File: src/pkg/rcs_pkg.sv
// Package holding the register map, function codes and carrier types of the run command selector.
package rcs_pkg;

	localparam int unsigned N_IN    = 8;
	localparam int unsigned N_OUT   = 7;
	localparam int unsigned FN_W    = 12;
	localparam int unsigned SEL_W   = 8;
	localparam int unsigned ADDR_W  = 8;

	// Byte addresses of the register words.
	localparam logic [7:0] OFS_RUN_SOURCE_SELECT     = 8'h00;
	localparam logic [7:0] OFS_KEYPAD_DIRECTION      = 8'h04;
	localparam logic [7:0] OFS_MAIN_SPEED_SOURCE     = 8'h08;
	localparam logic [7:0] OFS_OVERRIDE_RUN_SOURCE   = 8'h0C;
	localparam logic [7:0] OFS_OVERRIDE_SPEED_SOURCE = 8'h10;
	localparam logic [7:0] OFS_INPUT_POLARITY        = 8'h14;
	localparam logic [7:0] OFS_STATUS                = 8'h18;
	localparam logic [7:0] OFS_INPUT_FUNCTION_BASE   = 8'h20;
	localparam logic [7:0] OFS_OUTPUT_FUNCTION_BASE  = 8'h40;

	// Run source encodings, shared by the normal and override selectors, followed by the parameter speed source code.
	localparam logic [7:0] SRC_TERMINAL   = 8'h00;
	localparam logic [7:0] SRC_THREE_WIRE = 8'h01;
	localparam logic [7:0] SRC_KEYPAD     = 8'h02;
	localparam logic [7:0] SRC_FIELDBUS   = 8'h03;
	localparam logic [7:0] SRC_OPTION     = 8'h04;
	localparam logic [7:0] SPEED_PARAMETER = 8'h07;

	localparam logic [7:0] RST_RUN_SOURCE_SELECT   = SRC_KEYPAD;
	localparam logic [7:0] RST_KEYPAD_DIRECTION    = 8'h00;
	localparam logic [7:0] RST_MAIN_SPEED_SOURCE   = 8'h00;
	localparam logic [7:0] RST_OVERRIDE_RUN_SOURCE = SRC_TERMINAL;
	localparam logic [7:0] RST_OVERRIDE_SPEED      = 8'h00;
	localparam logic [7:0] RST_INPUT_POLARITY      = 8'h00;

	// Input terminal function codes (decimal codes held in BCD).
	localparam logic [11:0] FN_NONE           = 12'h000;
	localparam logic [11:0] FN_FORWARD        = 12'h001;
	localparam logic [11:0] FN_BACKWARD       = 12'h002;
	localparam logic [11:0] FN_THREE_WIRE_GO  = 12'h010;
	localparam logic [11:0] FN_THREE_WIRE_HLT = 12'h011;
	localparam logic [11:0] FN_THREE_WIRE_DIR = 12'h012;
	localparam logic [11:0] FN_OVERRIDE       = 12'h017;

	// Output terminal function codes.
	localparam logic [11:0] OFN_KEYPAD_SEL  = 12'h00B;
	localparam logic [11:0] RST_OUT_FN_0    = 12'h002;
	localparam logic [11:0] RST_OUT_FN_1    = 12'h001;
	localparam logic [11:0] RST_OUT_FN_6    = 12'h011;

	typedef struct packed {
		logic run;
		logic reverse;
	} rcs_cmd_t;

	typedef struct packed {
		logic forward_request;
		logic backward_request;
		logic three_wire_go;
		logic three_wire_halt;
		logic three_wire_dir;
		logic override_input;
	} rcs_term_fn_t;

endpackage : rcs_pkg

File: src/verilog/rcs_sync.sv
// Two-stage synchroniser for a group of asynchronous pins.
`timescale 1ns/100ps
`default_nettype none
module rcs_sync #(
	parameter int unsigned W = 8
) (
	input  wire logic         pclk,
	input  wire logic         presetn,
	input  wire logic [W-1:0] async_in,
	output logic      [W-1:0] sync_out
);
	import rcs_pkg::*;

	logic [W-1:0] meta_r;

	always_ff @(posedge pclk or negedge presetn) begin
		if (!presetn) begin
			meta_r   <= '0;
			sync_out <= '0;
		end else begin
			meta_r   <= async_in;
			sync_out <= meta_r;
		end
	end

endmodule : rcs_sync
`default_nettype wire

File: src/verilog/rcs_func_map.sv
// Maps terminal function assignments and terminal levels onto active input functions.
`timescale 1ns/100ps
`default_nettype none
module rcs_func_map #(
	parameter int unsigned N = 8
) (
	input  wire logic [N*12-1:0]     fn_flat,
	input  wire logic [N-1:0]        cond,
	input  wire logic [N-1:0]        raw,
	output rcs_pkg::rcs_term_fn_t    fn_on
);
	import rcs_pkg::*;

	// A function with no terminal assigned simply never matches, so it stays inactive.
	function automatic logic fn_active(input logic [11:0] code, input logic [N-1:0] lvl,
		input logic [N*12-1:0] fns);
		logic hit;
		hit = 1'b0;
		for (int i = 0; i < N; i++) begin
			if (fns[i*12 +: 12] == code && lvl[i])
				hit = 1'b1;
		end
		return hit;
	endfunction : fn_active

	always_comb begin
		fn_on.forward_request  = fn_active(FN_FORWARD, cond, fn_flat);
		fn_on.backward_request = fn_active(FN_BACKWARD, cond, fn_flat);
		fn_on.three_wire_go    = fn_active(FN_THREE_WIRE_GO, cond, fn_flat);
		// The halt input is always sensed normally-closed, whatever its polarity setting.
		fn_on.three_wire_halt  = fn_active(FN_THREE_WIRE_HLT, ~raw, fn_flat);
		fn_on.three_wire_dir   = fn_active(FN_THREE_WIRE_DIR, cond, fn_flat);
		fn_on.override_input   = fn_active(FN_OVERRIDE, cond, fn_flat);
	end

endmodule : rcs_func_map
`default_nettype wire

File: src/verilog/rcs_selector.sv
// Run command source selector: APB registers, terminal decoding and the registered run command.
`timescale 1ns/100ps
`default_nettype none
module rcs_selector #(
	parameter int unsigned N_TERM = rcs_pkg::N_IN,
	parameter int unsigned N_OTERM = rcs_pkg::N_OUT
) (
	input  wire logic                        pclk,
	input  wire logic                        presetn,
	input  wire logic                        psel,
	input  wire logic                        penable,
	input  wire logic                        pwrite,
	input  wire logic [rcs_pkg::ADDR_W-1:0]  paddr,
	input  wire logic [31:0]                 pwdata,
	output logic      [31:0]                 prdata,
	output logic                             pready,
	output logic                             pslverr,
	input  wire logic [N_TERM-1:0]           term_in,
	input  wire logic                        keypad_run_key,
	input  wire logic                        keypad_stop_key,
	input  wire logic                        fieldbus_run,
	input  wire logic                        fieldbus_reverse,
	input  wire logic                        option_run,
	input  wire logic                        option_reverse,
	input  wire logic                        freq_cmd_valid,
	input  wire logic                        host_screen_open,
	output rcs_pkg::rcs_cmd_t                run_cmd,
	output logic      [7:0]                  run_source_eff,
	output logic      [7:0]                  speed_source_eff,
	output logic                             keypad_selected,
	output logic      [N_OTERM-1:0]          out_terminal
);
	import rcs_pkg::*;

	logic [7:0]          run_source_select_r;
	logic [7:0]          keypad_direction_r;
	logic [7:0]          main_speed_source_r;
	logic [7:0]          override_run_source_r;
	logic [7:0]          override_speed_source_r;
	logic [N_TERM-1:0]   input_polarity_r;
	logic [11:0]         in_fn_r [N_TERM];
	logic [11:0]         out_fn_r [N_OTERM];
	logic [N_TERM*12-1:0] in_fn_flat;
	logic [N_TERM+1:0]   pins_sync;
	logic [N_TERM-1:0]   term_raw;
	logic [N_TERM-1:0]   term_cond;
	logic                kp_run_s;
	logic                kp_stop_s;
	logic                kp_run_d_r;
	logic                tw_go_d_r;
	rcs_term_fn_t        fn_on;
	logic [7:0]          src_nxt;
	logic [7:0]          spd_nxt;
	logic [7:0]          src_prev_r;
	logic                kp_latch_r;
	logic                tw_latch_r;
	logic                lockout_r;
	logic                src_change;
	rcs_cmd_t            req_nxt;
	logic                acc_first;
	logic                wr_en;
	logic [31:0]         rd_data;
	logic                rd_hit;

	// Word decode of the function tables, shared by the read and the write path.
	function automatic logic word_at(input logic [7:0] addr, input logic [7:0] base,
		input int unsigned idx);
		return addr == base + 8'(4 * idx);
	endfunction : word_at

	// Pins pass two flops; the keypad keys share the same synchroniser group.
	rcs_sync #(
		.W (N_TERM + 2)
	) u_sync (
		.pclk     (pclk),
		.presetn  (presetn),
		.async_in ({keypad_stop_key, keypad_run_key, term_in}),
		.sync_out (pins_sync)
	);

	assign term_raw  = pins_sync[N_TERM-1:0];
	assign kp_run_s  = pins_sync[N_TERM];
	assign kp_stop_s = pins_sync[N_TERM+1];
	assign term_cond = term_raw ^ input_polarity_r;

	always_comb begin
		for (int i = 0; i < N_TERM; i++)
			in_fn_flat[i*12 +: 12] = in_fn_r[i];
	end

	rcs_func_map #(
		.N (N_TERM)
	) u_map (
		.fn_flat (in_fn_flat),
		.cond    (term_cond),
		.raw     (term_raw),
		.fn_on   (fn_on)
	);

	// APB: one wait state, so every access completes on its second access cycle.
	assign acc_first = psel && penable && !pready;
	assign wr_en     = psel && penable && pready && pwrite;

	always_ff @(posedge pclk or negedge presetn) begin
		if (!presetn) begin
			pready  <= 1'b0;
			pslverr <= 1'b0;
			prdata  <= 32'h0000_0000;
		end else begin
			pready  <= acc_first;
			pslverr <= acc_first && !rd_hit;
			if (acc_first && !pwrite)
				prdata <= rd_hit ? rd_data : 32'h0000_0000;
		end
	end

	always_comb begin
		rd_data = 32'h0000_0000;
		rd_hit  = 1'b1;
		case (paddr)
			OFS_RUN_SOURCE_SELECT:     rd_data[7:0] = run_source_select_r;
			OFS_KEYPAD_DIRECTION:      rd_data[7:0] = keypad_direction_r;
			OFS_MAIN_SPEED_SOURCE:     rd_data[7:0] = main_speed_source_r;
			OFS_OVERRIDE_RUN_SOURCE:   rd_data[7:0] = override_run_source_r;
			OFS_OVERRIDE_SPEED_SOURCE: rd_data[7:0] = override_speed_source_r;
			OFS_INPUT_POLARITY:        rd_data[N_TERM-1:0] = input_polarity_r;
			OFS_STATUS: begin
				rd_data[7:0]   = run_source_eff;
				rd_data[15:8]  = speed_source_eff;
				rd_data[16]    = run_cmd.run;
				rd_data[17]    = run_cmd.reverse;
				rd_data[18]    = keypad_selected;
				rd_data[19]    = lockout_r;
				rd_data[20]    = fn_on.override_input;
				rd_data[21]    = host_screen_open;
				// Terminal levels after polarity, as the run logic sees every input but the three-wire halt, which it reads from the raw level.
				rd_data[24 +: N_TERM] = term_cond;
			end
			default: begin
				rd_hit = 1'b0;
				for (int i = 0; i < N_TERM; i++) begin
					if (word_at(paddr, OFS_INPUT_FUNCTION_BASE, i)) begin
						rd_data[11:0] = in_fn_r[i];
						rd_hit        = 1'b1;
					end
				end
				for (int k = 0; k < N_OTERM; k++) begin
					if (word_at(paddr, OFS_OUTPUT_FUNCTION_BASE, k)) begin
						rd_data[11:0] = out_fn_r[k];
						rd_hit        = 1'b1;
					end
				end
			end
		endcase
	end

	always_ff @(posedge pclk or negedge presetn) begin
		if (!presetn) begin
			run_source_select_r     <= RST_RUN_SOURCE_SELECT;
			keypad_direction_r      <= RST_KEYPAD_DIRECTION;
			main_speed_source_r     <= RST_MAIN_SPEED_SOURCE;
			override_run_source_r   <= RST_OVERRIDE_RUN_SOURCE;
			override_speed_source_r <= RST_OVERRIDE_SPEED;
			input_polarity_r        <= RST_INPUT_POLARITY[N_TERM-1:0];
		end else if (wr_en) begin
			case (paddr)
				OFS_RUN_SOURCE_SELECT:     run_source_select_r     <= pwdata[7:0];
				OFS_KEYPAD_DIRECTION:      keypad_direction_r      <= pwdata[7:0];
				OFS_MAIN_SPEED_SOURCE:     main_speed_source_r     <= pwdata[7:0];
				OFS_OVERRIDE_RUN_SOURCE:   override_run_source_r   <= pwdata[7:0];
				OFS_OVERRIDE_SPEED_SOURCE: override_speed_source_r <= pwdata[7:0];
				OFS_INPUT_POLARITY:        input_polarity_r        <= pwdata[N_TERM-1:0];
				default: ;
			endcase
		end
	end

	// Terminal function tables; forward and backward start on terminals 0 and 1.
	always_ff @(posedge pclk or negedge presetn) begin
		if (!presetn) begin
			for (int i = 0; i < N_TERM; i++)
				in_fn_r[i] <= FN_NONE;
			in_fn_r[0] <= FN_FORWARD;
			in_fn_r[1] <= FN_BACKWARD;
		end else if (wr_en) begin
			for (int i = 0; i < N_TERM; i++) begin
				if (word_at(paddr, OFS_INPUT_FUNCTION_BASE, i))
					in_fn_r[i] <= pwdata[11:0];
			end
		end
	end

	always_ff @(posedge pclk or negedge presetn) begin
		if (!presetn) begin
			for (int k = 0; k < N_OTERM; k++)
				out_fn_r[k] <= FN_NONE;
			out_fn_r[0] <= RST_OUT_FN_0;
			out_fn_r[1] <= RST_OUT_FN_1;
			if (N_OTERM > 6)
				out_fn_r[6] <= RST_OUT_FN_6;
		end else if (wr_en) begin
			for (int k = 0; k < N_OTERM; k++) begin
				if (word_at(paddr, OFS_OUTPUT_FUNCTION_BASE, k))
					out_fn_r[k] <= pwdata[11:0];
			end
		end
	end

	// The host screen wins over the override input; the stored settings are never
	// overwritten, so closing the screen brings the prior values straight back.
	always_comb begin
		if (host_screen_open) begin
			src_nxt = SRC_FIELDBUS;
			spd_nxt = SPEED_PARAMETER;
		end else if (fn_on.override_input) begin
			src_nxt = override_run_source_r;
			spd_nxt = override_speed_source_r;
		end else begin
			src_nxt = run_source_select_r;
			spd_nxt = main_speed_source_r;
		end
	end

	// Keypad latch: run key edge sets, stop key clears; it only matters in keypad mode.
	always_ff @(posedge pclk or negedge presetn) begin
		if (!presetn) begin
			kp_run_d_r <= 1'b0;
			kp_latch_r <= 1'b0;
		end else begin
			kp_run_d_r <= kp_run_s;
			if (kp_stop_s || src_nxt != SRC_KEYPAD)
				kp_latch_r <= 1'b0;
			else if (kp_run_s && !kp_run_d_r)
				kp_latch_r <= 1'b1;
		end
	end

	// Three-wire latch: go edge starts only with halt on; halt off always stops.
	always_ff @(posedge pclk or negedge presetn) begin
		if (!presetn) begin
			tw_go_d_r  <= 1'b0;
			tw_latch_r <= 1'b0;
		end else begin
			tw_go_d_r <= fn_on.three_wire_go;
			if (!fn_on.three_wire_halt || src_nxt != SRC_THREE_WIRE)
				tw_latch_r <= 1'b0;
			else if (fn_on.three_wire_go && !tw_go_d_r)
				tw_latch_r <= 1'b1;
		end
	end

	always_comb begin
		req_nxt = '0;
		case (src_nxt)
			SRC_TERMINAL: begin
				req_nxt.run     = fn_on.forward_request ^ fn_on.backward_request;
				req_nxt.reverse = fn_on.backward_request && !fn_on.forward_request;
			end
			SRC_THREE_WIRE: begin
				req_nxt.run     = tw_latch_r;
				req_nxt.reverse = fn_on.three_wire_dir;
			end
			SRC_KEYPAD: begin
				req_nxt.run     = kp_latch_r;
				req_nxt.reverse = keypad_direction_r == 8'h01;
			end
			SRC_FIELDBUS: begin
				req_nxt.run     = fieldbus_run;
				req_nxt.reverse = fieldbus_reverse;
			end
			SRC_OPTION: begin
				req_nxt.run     = option_run;
				req_nxt.reverse = option_reverse;
			end
			default: req_nxt = '0;
		endcase
	end

	// A source change is judged against the source registered one edge ago.
	assign src_change = src_nxt != src_prev_r;

	// A run-source switch while running, or onto a source whose request is already
	// up, latches a stop until that request is dropped: a command held across the
	// switch must never restart the drive by itself.
	// Speed-source changes are not looked at here, so they never stop the drive.
	always_ff @(posedge pclk or negedge presetn) begin
		if (!presetn) begin
			src_prev_r <= RST_RUN_SOURCE_SELECT;
			lockout_r  <= 1'b0;
		end else begin
			src_prev_r <= src_nxt;
			if (src_change && (run_cmd.run || req_nxt.run))
				lockout_r <= 1'b1;
			else if (!req_nxt.run)
				lockout_r <= 1'b0;
		end
	end

	always_ff @(posedge pclk or negedge presetn) begin
		if (!presetn) begin
			run_cmd          <= '0;
			run_source_eff   <= RST_RUN_SOURCE_SELECT;
			speed_source_eff <= RST_MAIN_SPEED_SOURCE;
			keypad_selected  <= 1'b0;
		end else begin
			run_cmd.run      <= req_nxt.run && freq_cmd_valid && !lockout_r &&
				!src_change;
			// Direction follows the request even while stopped; only run is gated.
			run_cmd.reverse  <= req_nxt.reverse;
			run_source_eff   <= src_nxt;
			speed_source_eff <= spd_nxt;
			keypad_selected  <= src_nxt == SRC_KEYPAD;
		end
	end

	always_ff @(posedge pclk or negedge presetn) begin
		if (!presetn) begin
			out_terminal <= '0;
		end else begin
			for (int k = 0; k < N_OTERM; k++)
				out_terminal[k] <= out_fn_r[k] == OFN_KEYPAD_SEL && src_nxt == SRC_KEYPAD;
		end
	end

endmodule : rcs_selector
`default_nettype wire

File: config.mk
export PLATFORM = sky130hd
export DESIGN_NAME = rcs_selector
export DESIGN_NICKNAME = d
export VERILOG_FILES = /design/src/pkg/rcs_pkg.sv /design/src/verilog/rcs_sync.sv /design/src/verilog/rcs_func_map.sv /design/src/verilog/rcs_selector.sv
export SDC_FILE = /design/constraint.sdc
export NUM_CORES = 1
export LEC_CHECK = 0
export BUFFER_PORTS_ARGS = -buffer_cell sky130_fd_sc_hd__buf_4
export CAP_MARGIN = 10
export CORE_AREA = 2 2 187 189
export CTS_CLUSTER_DIAMETER = 100
export DETAILED_ROUTE_END_ITERATION = 10
export DIE_AREA = 0 0 189 191
export PLACE_DENSITY = 0.69
export RECOVER_POWER = 100
export SLEW_MARGIN = 20
export SYNTH_ARGS = -nofsm -noshare
export SYNTH_HDL_FRONTEND = slang
export SYNTH_SLANG_ARGS = --single-unit
File: constraint.sdc
create_clock -name pclk -period 3.96 [get_ports pclk]
set_clock_uncertainty 0.05 [all_clocks]
set_input_delay 0.594 -clock pclk [delete_from_list [all_inputs] [get_ports pclk]]
set_output_delay 0.594 -clock pclk [all_outputs]
set_load 0.02 [all_outputs]
* After elaboration in Yosys (flattened, before gate mapping)
Index checks and enable logic that the tools add are counted. Widths: inputs -> output; s select.
Storage, ports and cells: flip-flop bits (word level) 313, word-level logic and storage cells 327, input port bits 61, output and inout port bits 60
Operators by class: bitwise gates (word level) 3, reduce and logical (&&, ||, !) cells 107, mux-type cells 95, equal/unequal tests 85
Operators with widths (count):
- $eq 12x5->1 const B | 32
- $mux 12 | 15
- $eq 12x1->1 const B | 8
- $eq 12x2->1 const B | 8
- $eq 12x4->1 const B | 7
- $mux 1 | 70
- $logic_and 1x1->1 | 68
- $eq 8x6->1 const B | 8
- $eq 8x7->1 const B | 7
- $pmux 8 s7 | 1
- $reduce_and 2->1 | 21
- $mux 8 | 5
- $mux 32 | 1
- $eq 8x5->1 const B | 3
- $eq 8x1->1 const B | 2
- $eq 8x2->1 const B | 2
- $eq 8x3->1 const B | 2
- $eq 8x4->1 const B | 2
- $logic_not 8->1 | 2
- $mux 10 | 1
- $pmux 2 s5 | 1
- $logic_not 1->1 | 9
- $ne 8x1->1 const B | 1
- $ne 8x2->1 const B | 1
- other kinds (10) | 13

* Logic depth before layout (Yosys ltp)
Gate-level depths: netlist of run 1.
word-level depth 19, mapped depth 12, mapped depth without buffers 12

* Hierarchy
A second synthesis of run 1 with hierarchy kept.
Second synthesis, totals: cell total of the unflattened synthesis 1348, area total of the unflattened synthesis 15864.0 um^2
Modules (own cells, without submodules):
- rcs_selector | instances 1, sequential area each 7292.0 um^2, area an instance 14505.2 um^2, cells each 1189
- rcs_func_map | instances 1, sequential area each 0.0 um^2, area an instance 858.3 um^2, cells each 139
- rcs_sync | instances 1, sequential area each 500.5 um^2, area an instance 500.5 um^2, cells each 20

* Worst setup path before layout of run 1
OpenSTA, ideal clock, no wires.
path type register to register, from register in_fn_r (netlist bit in_fn_flat[80]), to register lockout_r, arrival time 2.829 ns, stages on the path, launching flop included 10, data required time 3.768 ns, path slack 0.939 ns, path buffers 1, library setup time 0.142 ns, clock period less this slack 3.021 ns, cells stage by stage dfrtp_1 > or4_4 > or4_4 > o31a_4 > buf_6 > a31oi_4 > o21ai_2 > a2111o_1 > o41ai_1 > a22oi_1
On the way: longest elaborated chain between the ends 11, elaborated cells on any way between the ends 26, those cells by class eq/ne: 9; mux: 10; bitwise: 1; reduce/logical: 6
RTL lines:
- from (decl) | RTL line rcs_selector.sv:41 | logic [11:0] in_fn_r [N_TERM];
- from (signal, indexed assignment) | RTL line rcs_selector.sv:188 | in_fn_r[i] <= pwdata[11:0];
- $eq 12x5->1 | RTL line rcs_func_map.sv:20 | if (fns[i*12 +: 12] == code && lvl[i])
- $logic_and 1x1->1 | RTL line rcs_func_map.sv:20
- $mux 1 (2 in series) | RTL line rcs_func_map.sv:20
- $mux 8 | RTL line rcs_selector.sv:215 | end else if (fn_on.override_input) begin
- $mux 8 | RTL line rcs_selector.sv:212 | if (host_screen_open) begin
- $eq 8x3->1, or another cell as far along | RTL line rcs_selector.sv:254 | case (src_nxt)
- $pmux 2 s5 | RTL line rcs_selector.sv:254
- $logic_or 1x1->1 | RTL line rcs_selector.sv:292 | if (src_change && (run_cmd.run || req_nxt.run))
- $logic_and 1x1->1 | RTL line rcs_selector.sv:292
- $ne 2x1->1 (no source line) / $mux 1 (equally long branches)
- to (signal assigned) | RTL line rcs_selector.sv:289 | lockout_r <= 1'b0;
- to (signal assigned) | RTL line rcs_selector.sv:293 | lockout_r <= 1'b1;
- to (signal assigned) | RTL line rcs_selector.sv:295 | lockout_r <= 1'b0;
- to (decl) | RTL line rcs_selector.sv:57 | logic lockout_r;
Several ways; a longest one is shown, not always the timed one. A chain may end at the register's enable or synchronous reset.

* Worst setup path after layout of run 1
from register in_fn_r (netlist bit in_fn_flat[21]), to register run_cmd[1] in the netlist's numbering
On the way: longest elaborated chain between the ends 16, elaborated cells on any way between the ends 41, those cells by class eq/ne: 8; mux: 24; bitwise: 1; reduce/logical: 8
RTL lines:
- $eq 12x5->1 | RTL line rcs_func_map.sv:20
- $logic_and 1x1->1 | RTL line rcs_func_map.sv:20
- $mux 1 (7 in series) | RTL line rcs_func_map.sv:20
- $mux 8 | RTL line rcs_selector.sv:215
- $mux 8 | RTL line rcs_selector.sv:212
- $eq 8x3->1, or another cell as far along | RTL line rcs_selector.sv:254
- $pmux 2 s5 | RTL line rcs_selector.sv:254
- $logic_and 1x1->1 (2 in series) | RTL line rcs_selector.sv:306 | run_cmd.run <= req_nxt.run && freq_cmd_valid && !lockout_r &&
- $logic_and 1x1->1 * | RTL line rcs_selector.sv:306
- to (decl) | RTL line rcs_selector.sv:27 | output rcs_pkg::rcs_cmd_t run_cmd,
Mark *: on every way between the ends. The rest lies on a longest branch, timed or not.

==> parameters.txt, run 1 <==
Parameter                              Value

Routing
  Post-route DRC violation count    0
  Highest metal layer with signal wires    met4
  Average wire per standard cell    24.4 um
  Wire length after detailed routing    47.2 mm
  Drt first-iter violations    1298
  Final ANT Viol Nets    0
  Via-per-instance ratio    6.31
  Via count    12.2k
  Met3 routed wirelength    3.50 mm
  Total met2 wirelength after detailed routing    22.1 mm
  Met1 Wirelength    20.1 mm
  DRT Pass-1 Iters    7

STA
  Worst slack on hold paths    150 ps
  Finish-stage setup viols    0
  Tmin final    3800 ps
  Final number of hold-violating endpoints    0
  Maximum clock frequency    0.263 GHz
  Worst relative slew slack    -1.05
  Count of pins over their slew limit    117
  Slew at the pin with the worst max-slew slack    3080 ps
  Period Utilization, post-route    0.960
  RSZ-0062 raised after global routing    no
  Setup_tns    0 ps

Clock network
  Clock tree buffer depth    3
  Setup Buffers After CTS    0
  Clock slew at reported path FFs    60 ps
  Clock network latency to the later pin of the worst-skew pair    540 ps
  Cells resized by post-CTS repair    0
  Root buffer cell    clkbuf_16
  Hold buffer count at CTS    0
  Total clock sinks    311
  CTS HTree Levels    2
  Cts bufs inserted    35
  Clock tree from TritonCTS    done

Yosys
  Synth Cell Area    15200 sq um
  Dominant synthesized flop cell    dfrtp_1
  Number of library cell types mapped by synthesis    87
  Synthesis-stage register bit count    311
  Synth Warn #    0
  Synthesized-area fraction occupied by ao, oa, aoi and oai cells    0.125
  Synth area leaders    dfrtp_1, mux2_2, nand2_1
  Multiplexer share of the synthesized area    0.177
  Post-synthesis async set-or-reset flop share    1.00
  Main combinational cell family by area after synthesis    multiplexers
  Xor and xnor fraction of the mapped netlist area    0.00576
  Number of flops mapped to enable cells by yosys    0
  Basic-gate share of the synthesized area counting and, or, nand and nor cells    0.151
  Sequential area share after synthesis    0.513
  Post-synthesis cell type with the largest combined area    dfrtp_1
  Cell count after synthesis    1348
  Avg Cell Area, Syn    11.3 sq um
  Synth Area in Adders    0.000823
  Portion of synthesized cell area occupied by the leading cell type    0.499

Global route
  Number of antenna violations at the first check in global routing    0
  Maximum number of pins on one net before global-route repair    118
  Remaining global-route overflow    0
  Via count of the first global-routing pass    12.0k
  First-pass GRT wire length    72.2 mm
  Overall routing resource usage    0.260

Setup path
  Stage delay of the slowest cell on the critical path    660 ps
  Worst Setup End Kind    flop
  Startpoint types    flop
  Critical path required time    4330 ps
  Chain of cells forming the critical path    or4_1 > nor4_2 > a211o_1 > nor3_1 > buf_4 > mux2i_1 > a211oi_1 > a211oi_1 > buf_4 > and4bb_1
  Critical path type    reg2reg
  CP arrival    4170 ps
  Crit Path Max Fanout    13
  Cell with the largest stage delay on the worst path    or4_1

Finish
  Final-stage net count    1510
  Utilization of the core after routing    0.513
  Number of diodes    0
  Number of filler instances in the final layout    3043
  Area growth from synthesis to final layout    15.1%
  Area of all placed cells without fillers    17500 sq um
  Share of post-route cells with drive strength above 1    0.265

Floorplanning
  Die Height    191 um
  Count of standard-cell rows    68
  Starting utilization of the core area    0.445
  Overall die area    36100 sq um
  Number of placed I/O pins    121
  Die Span X    189 um
  Floorplan core area    34100 sq um

Power and ir drop
  Switching share of power    0.225
  Combinational share of power    0.046
  Cell-internal power    0.00546 W
  Clock network power share    0.496
  IR Drop Worst-Case VDD    0.309 mV
  Leak pwr    8.09 nW
  Power per cell area    403 nW/um^2
  P_sw    0.00158 W
  Reg power frac    0.458

Placed design
  IO Port Bufs    98
  RD Place Congestion    0.968
  Half-perimeter wire length after placement    33.0 mm
  Cell Area, Placed    16600 sq um

Flow run
  Total of max-cap violations    1

Run status
  Run status    finished, violations left
  Violations in the final reports    capacitance limit, slew limit

Worst hold path
  Worst min-delay path class    in2reg
-- layout make-up --
type / instances / area, sq um / share of cell area
Tap cell: 455 / 569 / 0.0325
Sequential cell: 311 / 7790 / 0.445
Clock inverter: 13 / 205 / 0.0117
Timing Repair Buffer: 148 / 826 / 0.0472
Multi-Input combinational cell: 937 / 7000 / 0.400
Inverter: 15 / 56.3 / 0.00322
Clock buffer: 51 / 1050 / 0.0599
-- state kept, by name, summed over array words and instances, names as in the netlist --
name                     cells
in_fn_flat                  96
out_fn_r                    84
prdata                      30
u_sync.meta_r               10
u_sync.sync_out             10
input_polarity_r             8
keypad_direction_r           8
main_speed_source_r          8
override_run_source_r        8
override_speed_source_r      8
run_source_eff               8
run_source_select_r          8
speed_source_eff             8
out_terminal                 7
run_cmd                      2
keypad_selected              1
kp_latch_r                   1
kp_run_d_r                   1
lockout_r                    1
pready                       1
pslverr                      1
tw_go_d_r                    1
tw_latch_r                   1
-- cell usage in the layout, fill, tap and decap left out, types with 6 or more instances in the layout --
master / Yosys / routed
dfrtp_1: 303 / 303
mux2_2: 230 / 230
nand2_1: 132 / 132
clkbuf_1: 73 / 80
nor2_1: 55 / 55
buf_4: 3 / 55
a21oi_1: 49 / 49
nor4_1: 42 / 42
nand3_1: 42 / 42
nor3_1: 39 / 40
clkbuf_16: 0 / 36
o21ai_0: 29 / 29
a22oi_1: 26 / 26
a221oi_1: 23 / 23
nand4_1: 17 / 17
a22o_1: 15 / 15
nand4b_1: 14 / 14
o31ai_1: 14 / 14
inv_1: 14 / 14
nor4b_1: 13 / 12
a31oi_1: 10 / 10
a221o_1: 10 / 10
clkbuf_4: 0 / 10
nand2b_1: 9 / 9
clkbuf_8: 1 / 9
or3_1: 8 / 8
mux2i_1: 8 / 8
o211ai_1: 8 / 8
clkbuf_2: 0 / 8
xnor2_1: 7 / 7
o221ai_1: 7 / 7
and2_0: 2 / 7
o22ai_1: 7 / 7
dfstp_2: 8 / 7
a32o_1: 6 / 6
clkinv_2: 0 / 6
-- logic make-up after synthesis --
logic type,count (synthesis)
adder cells (fa/ha/maj),1
buffers and inverters,101
other,1
AND/OR/NAND/NOR,428
multiplexers,240
XOR/XNOR,10
flip-flops,311
AO/OA/AOI/OAI,256
-- power groups by stage --
| stage | Sequential (W) | Combinational [W] | Clock (W) |
|---|---|---|---|
| after detailed placement | 0.00329 | 0.000333 | 0 |
| after floorplan | 0.00329 | 0.000126 | 0 |
| after global routing | 0.00323 | 0.000351 | 0.00369 |
| after CTS | 0.00323 | 0.000334 | 0.00355 |
| after global placement | 0.00329 | 0.000328 | 0 |
| final | 0.00323 | 0.000324 | 0.00349 |
-- per-stage QoR --
step / power [W] / instances / setup WS (ps)
2_1_floorplan: 0.00341 / 1349 / 939
3_3_place_gp: 0.00361 / 1866 / 361
3_5_place_dp: 0.00362 / 1866 / 312
4_1_cts: 0.00711 / 1930 / 304
5_1_grt: 0.00727 / 1930 / 111
6_report: 0.00704 / 1930 / 157
-- critical path: cells and delay by family, from the launching register on --
family	cells	cell delay [ps]
AND/OR/NAND/NOR	4	1600
multiplexers	1	360
flip-flops	1	390
AO/OA/AOI/OAI	3	870
buffers and inverters	2	420
-- per-layer routing --
metal / up-vias / GRT usage
li1: 5324 / -
met1: 6211 / 0.353
met2: 548 / 0.424
met3: 97 / 0.0417
met4: 0 / 0.0919
met5: - / 0
-- worst paths after layout --
kind                       cells after the start  slack (ps)                 end             start
max                                           10         160          run_cmd[1]    in_fn_flat[21]
min                                            1         150    u_sync.meta_r[9]   keypad_stop_key
max reg2reg                                   10         160          run_cmd[1]    in_fn_flat[21]
min reg2reg                                    0         300  u_sync.sync_out[6]  u_sync.meta_r[6]
max in group asynchronous                      2         860      in_fn_flat[92]           presetn
min in group asynchronous                      1        1000    u_sync.meta_r[6]           presetn
-- synth_stat cells, types with 5 or more instances --
library cell / instances
nand3_1: 42
a22o_1: 15
a221o_1: 10
o211ai_1: 8
a31oi_1: 10
o22ai_1: 7
dfrtp_1: 303
nor4b_1: 13
nand2b_1: 9
inv_1: 14
o21ai_0: 29
clkbuf_1: 73
mux2i_1: 8
and2_1: 9
a211oi_1: 5
nor4_1: 42
or3_1: 8
a22oi_1: 26
xnor2_1: 7
mux2_2: 230
dfstp_2: 8
a21oi_1: 49
nor2_1: 55
nand4b_1: 14
o31ai_1: 14
nor3_1: 39
nand3b_1: 5
a32oi_1: 5
o221ai_1: 7
a32o_1: 6
a221oi_1: 23
a21o_1: 5
nand4_1: 17
nand2_1: 132
and3_1: 5
No activity file was read; power rests on OpenSTA's default activity.
==> run 2, diff against run 1 <==
==> constraint.sdc (replaced) <==
create_clock -name pclk -period 3.6 [get_ports pclk]
set_clock_uncertainty 0.05 [all_clocks]
set_input_delay 0 -clock pclk [delete_from_list [all_inputs] [get_ports pclk]]
set_output_delay 0 -clock pclk [all_outputs]
set_load 0.02 [all_outputs]
==> parameters.txt, run 2 (synthesis gave the netlist of run 1 again) <==
Parameter                              Value

Floorplanning
  Starting utilization of the core area    0.445 (unchanged)
  Floorplan core area    34100 sq um (unchanged)
  Die Height    191 um (unchanged)
  Die Span X    189 um (unchanged)
  Overall die area    36100 sq um (unchanged)
  Number of placed I/O pins    121 (unchanged)
  Count of standard-cell rows    68 (unchanged)

Setup path
  Critical path required time    3960 ps (-370 ps)
  Largest delay contributor family on the critical path    simple AND/OR/NAND/NOR gates
  Critical path buffer and inverter count    2 (unchanged)
  Logic depth of the worst register-to-register path    9 (-1)
  Chain of cells forming the critical path    or3_1 > or3_1 > o311a_1 > nand3_1 > buf_4 > a211o_1 > nand2b_1 > clkbuf_2 > nor3_1
  Worst Setup End Kind    flop
  Crit Path Max Fanout    13 (unchanged)
  FF-to-FF End    out_terminal[3]
  CP arrival    3880 ps (-290 ps)
  Startpoint types    flop
  Critical path type    reg2reg
  Worst R2R Start    in_fn_flat[8]
  Critical Path Most Common Cell    or3_1
  FF-to-FF setup slack    90 ps (-70 ps)
  Stage delay of the slowest cell on the critical path    580 ps (-80 ps)
  Cell with the largest stage delay on the worst path    o311a_1

Routing
  DRT Pass-1 Iters    6 (-1)
  Final ANT Viol Nets    0 (unchanged)
  Via-per-instance ratio    6.28 (-0.52%)
  Drt first-iter violations    1374 (+5.9%)
  Post-route DRC violation count    0 (unchanged)
  Wire length after detailed routing    48.7 mm (+3.2%)
  Via count    12.3k (+1.3%)
  Average wire per standard cell    24.8 um (+1.3%)

Placed design
  Half-perimeter wire length after placement    34.1 mm (+3.3%)
  RD Place Congestion    0.957 (-1.2%)
  Number of placed instances with taps included    1874 (+0.43%)
  IO Port Bufs    98 (unchanged)
  Cell Area, Placed    16600 sq um (+0.44%)

Clock network
  Cts bufs inserted    35 (unchanged)
  Root buffer cell    clkbuf_16
  Total clock sinks    311 (unchanged)
  Clock network latency to the later pin of the worst-skew pair    530 ps (about the same)
  Clock slew at reported path FFs    60 ps (about the same)
  Setup Buffers After CTS    0 (unchanged)
  Clock tree from TritonCTS    done
  Clock tree buffer depth    3 (unchanged)
  CTS HTree Levels    2 (unchanged)

STA
  Worst relative slew slack    -0.203 (+0.850)
  RSZ-0062 raised after global routing    no
  Slew at the pin with the worst max-slew slack    1800 ps (-1280 ps)
  Final number of hold-violating endpoints    0 (unchanged)
  Count of pins over their slew limit    90 (-23%)
  Period Utilization, post-route    0.976 (+0.0154)
  Setup_tns    0 ps (unchanged)
  Maximum clock frequency    0.285 GHz (+8.3%)
  Finish-stage setup viols    0 (unchanged)
  Tmin final    3510 ps (-290 ps)
  Worst slack on hold paths    17.4 ps (-132 ps)

Finish
  Multi-input gate area    7030 sq um (+0.50%)
  Area of all placed cells without fillers    17900 sq um (+2.6%)
  Max reg flops    96 (unchanged)
  Cell Count, Final, Fillers Out    1965 (+1.8%)
  Number of diodes    0 (unchanged)
  Number of filler instances in the final layout    3002 (-1.3%)
  Area growth from synthesis to final layout    18.1%
  Area taken by flip-flops and latches    7790 sq um (unchanged)
  Final-stage net count    1549 (+2.6%)
  Most frequent cells in the layout    dfrtp_1, mux2_2, nand2_1, buf_4, clkbuf_1
  Most common library cell in the layout ignoring fill and taps    dfrtp_1
  Share of post-route cells with drive strength above 1    0.273 (+0.00776)

Flow run
  Total of max-cap violations    2 (+1)

Global route
  Overall routing resource usage    0.268 (+0.00755)
  First-pass GRT wire length    73.4 mm (+1.6%)
  Remaining global-route overflow    0 (unchanged)
  Number of antenna violations at the first check in global routing    0 (unchanged)
  Maximum number of pins on one net before global-route repair    85 (-28%)
  Via count of the first global-routing pass    12.1k (+0.61%)

Worst hold path
  End point of the most critical hold path    out_fn_r[30]
  Startpoint of the most critical hold path    pwdata[6]
  Worst min-delay path class    in2reg
  Number of stages on the worst hold path    2 (+1)

Run status
  Violations in the final reports    capacitance limit, slew limit
  Run status    finished, violations left

Power and ir drop
  Power consumption    0.00778 W (+11%)
  IR Drop Worst-Case VDD    0.275 mV (-11%)
  Leak pwr    8.33 nW (+2.9%)
  Power per cell area    434 nW/um^2 (+7.7%)
run 2: cell count changes in the layout (fill, tap and decap cells not counted), sizes merged:
cell / change
clkbuf: -19
clkinv: -1
dlygate4sd3: +31
buf: +23
inv: +1
run 2: worst max path at each step:
stage               cells after the start               to                start
global route                            9        lockout_r       in_fn_flat[68]
CTS                                     8       run_cmd[1]  input_polarity_r[2]
floorplan                               9        lockout_r       in_fn_flat[80]
finish                                  9  out_terminal[3]        in_fn_flat[8]
global placement                        8       run_cmd[1]  input_polarity_r[2]
detailed placement                      8       run_cmd[1]  input_polarity_r[2]
run 2: timing repair:
| action | CTS | global route |
|---|---|---|
| endpoints found under the setup margin | 0 | 2 |
| hold buffers | 31 | 0 |
| gates resized for setup | 0 | 4 |
| endpoints found under the hold margin | 408 | 0 |
run 2: worst reg2reg max path: stages, from the launching register on:
cell and delay [ps]:
dfrtp_1 390, or3_1 470, or3_1 420, o311a_1 580
nand3_1 380, buf_4 270, a211o_1 190, nand2b_1 60
clkbuf_2 270, nor3_1 340
run 2: per-stage QoR:
| step | utilization | worst slack (ps) |
|---|---|---|
| 4_1_cts | 0.532 | 29.9 |
| 2_1_floorplan | - | 579 |
| 5_1_grt | 0.526 | 21.3 |
| 6_report | 0.526 | 87.4 |
| 3_3_place_gp | 0.487 | 150 |
| 3_5_place_dp | 0.487 | 64.9 |
run 2: area by class of cell:
| class | count | area share |
|---|---|---|
| timing repair buffer | 187 | 0.0704 |
| tap | 455 | 0.0317 |
| sequential | 311 | 0.434 |
| clock inverter | 13 | 0.0112 |
| clock buffer | 47 | 0.0576 |
| inverter | 15 | 0.00314 |
| multi-input combinational | 937 | 0.392 |
run 2: routing by layer:
metal | vias up | wire length (um) | GRT usage
li1 | 5400 | - | -
met1 | 6242 | 20000 | 0.354
met2 | 579 | 23100 | 0.437
met3 | 116 | 3840 | 0.0503
met4 | 0 | 1740 | 0.104
met5 | - | 0 | 0
run 2: power by group:
part / switching [W] / internal, W / total (W)
Combinational: 0.000272 / 0.000119 / 0.000391
Sequential: 0.0000246 / 0.00353 / 0.00355
Clock: 0.00147 / 0.00237 / 0.00384
==> run 3, diff against run 2 <==
Settings changed: CAP_MARGIN 10 to 20, REMOVE_ABC_BUFFERS set to 1.
==> parameters.txt, run 3 (synthesis gave the netlist of run 1 again) <==
Parameter                              Value

STA
  Final number of hold-violating endpoints    0 (unchanged)
  Period Utilization, post-route    0.969 (-0.00622)
  Count of pins over their slew limit    154 (+71%)
  Worst slack on hold paths    33.4 ps (+16.0 ps)
  Slew at the pin with the worst max-slew slack    2840 ps (+1040 ps)
  Worst setup margin    110 ps (+22.4 ps)
  Finish-stage setup viols    0 (unchanged)
  Worst relative slew slack    -0.895 (-0.692)
  Maximum clock frequency    0.287 GHz (+0.64%)
  Tmin final    3490 ps (-22.4 ps)

Floorplanning
  Starting utilization of the core area    0.445 (unchanged)
  Floorplan core area    34100 sq um (unchanged)
  Count of standard-cell rows    68 (unchanged)
  Overall die area    36100 sq um (unchanged)
  Number of placed I/O pins    121 (unchanged)
  Die Span X    189 um (unchanged)
  Die Height    191 um (unchanged)

Finish
  Max reg flops    96 (unchanged)
  Share of post-route cells with drive strength above 1    0.268 (-0.00467)
  Area growth from synthesis to final layout    17.1%
  Utilization of the core after routing    0.522 (-0.00422)
  Most frequent cells in the layout    dfrtp_1, mux2_2, nand2_1, buf_4, clkbuf_1
  Number of filler instances in the final layout    2994 (-0.27%)
  Cell Count, Final, Fillers Out    1955 (-0.51%)
  Most common library cell in the layout ignoring fill and taps    dfrtp_1
  Final-stage net count    1536 (-0.84%)

Clock network
  Root buffer cell    clkbuf_16
  CTS HTree Levels    2 (unchanged)
  Clock network latency to the later pin of the worst-skew pair    520 ps (about the same)
  Clock tree from TritonCTS    done
  Total clock sinks    311 (unchanged)
  Setup Buffers After CTS    0 (unchanged)
  Clock tree buffer depth    3 (unchanged)
  Cts bufs inserted    34 (-2.9%)
  Clock slew at reported path FFs    60 ps (about the same)

Routing
  Via-per-instance ratio    6.31 (+0.50%)
  Via count    12.3k (-0.016%)
  Drt first-iter violations    1333 (-3.0%)
  Post-route DRC violation count    0 (unchanged)
  Average wire per standard cell    24.4 um (-1.6%)
  DRT Pass-1 Iters    5 (-1)
  Final ANT Viol Nets    0 (unchanged)
  Wire length after detailed routing    47.6 mm (-2.1%)

Flow run
  Total of max-cap violations    2 (unchanged)

Global route
  Remaining global-route overflow    0 (unchanged)
  Maximum number of pins on one net before global-route repair    112 (+32%)
  First-pass GRT wire length    72.5 mm (-1.2%)
  Overall routing resource usage    0.262 (-0.00593)
  Via count of the first global-routing pass    11.9k (-1.8%)
  Number of antenna violations at the first check in global routing    0 (unchanged)

Power and ir drop
  Power per cell area    424 nW/um^2 (-2.3%)
  Leak pwr    8.24 nW (-1.1%)
  IR Drop Worst-Case VDD    0.305 mV (+11%)

Setup path
  Critical path buffer and inverter count    0 (-2)
  Cell with the largest stage delay on the worst path    or4_1
  CP arrival    3840 ps (-40 ps)
  Chain of cells forming the critical path    or4_1 > nor4_2 > a211o_1 > nor3_2 > mux2i_2 > mux2_1 > a211oi_1 > and4bb_1
  Crit Path Max Fanout    7 (-6)
  Startpoint types    flop
  Worst Setup End Kind    flop
  Stage delay of the slowest cell on the critical path    650 ps (+70 ps)
  Largest delay contributor family on the critical path    simple AND/OR/NAND/NOR gates
  Critical path type    reg2reg
  Critical path required time    3950 ps (about the same)

Run status
  Violations in the final reports    capacitance limit, slew limit
  Run status    finished, violations left

Placed design
  Half-perimeter wire length after placement    33.3 mm (-2.5%)
  Post-placement setup slack    48.7 ps (-16.2 ps)
  Number of placed instances with taps included    1863 (-0.59%)
  RD Place Congestion    0.960 (+0.33%)
  IO Port Bufs    98 (unchanged)

Worst hold path
  Worst min-delay path class    in2reg
run 3: changes by cell type in the layout (fill, tap and decap cells not counted), moves of 2 or more:
cell       before  now
buf_4          77   69
bufinv_16       5    3
clkbuf_1       65   67
clkbuf_8        7    5
run 3: where the power goes:
| part | total [W] | internal (W) | leakage (nW) | switching [W] |
|---|---|---|---|---|
| Sequential | 0.00355 | 0.00353 | 4.25 | 0.0000243 |
| Clock | 0.00361 | 0.00219 | 0.571 | 0.00141 |
| Combinational | 0.000385 | 0.000119 | 3.41 | 0.000266 |
run 3: per-layer routing:
layer	global-route usage	wire (um)
met5	0	0
met3	0.0419	3720
met2	0.426	22500
met4	0.0938	1740
met1	0.356	19700
run 3: path summary, 6_finish.rpt:
check / slack [ps] / cells after the start / from / endpoint
max: 110 / 8 / in_fn_flat[21] / run_cmd[1]
min: 30 / 2 / pwdata[7] / out_fn_r[19]
max reg2reg: 110 / 8 / in_fn_flat[21] / run_cmd[1]
min reg2reg: 300 / 0 / u_sync.meta_r[0] / u_sync.sync_out[0]
max in group asynchronous: 810 / 3 / presetn / input_polarity_r[1]
min in group asynchronous: 860 / 2 / presetn / prdata[16]
run 3: metrics by stage:
step / total power [W] / area, sq um / setup TNS (ps)
after floorplan: 0.00371 / 14800 / -5.00
after global placement: 0.00397 / 16600 / 0
after detailed placement: 0.00398 / 16600 / 0
after CTS: 0.00759 / 18000 / 0
after global routing: 0.00778 / 17800 / -39.6
final: 0.00754 / 17800 / 0
run 3: area by class of cell:
type	count	area (sq um)	share of cell area
antenna	1	2.50	0.000141
clock buffer	50	1020	0.0576
clock inverter	11	133	0.00745
inverter	15	56.3	0.00316
multi-input combinational	937	7030	0.395
sequential	311	7790	0.438
tap	455	569	0.0320
timing repair buffer	175	1200	0.0673
run 3: what timing repair did:
action                                 4_1_cts  5_1_grt
hold buffers                                30        0
resized for setup                            0        3
endpoints found under the hold margin      272        0
setup endpoints to repair                    0        9
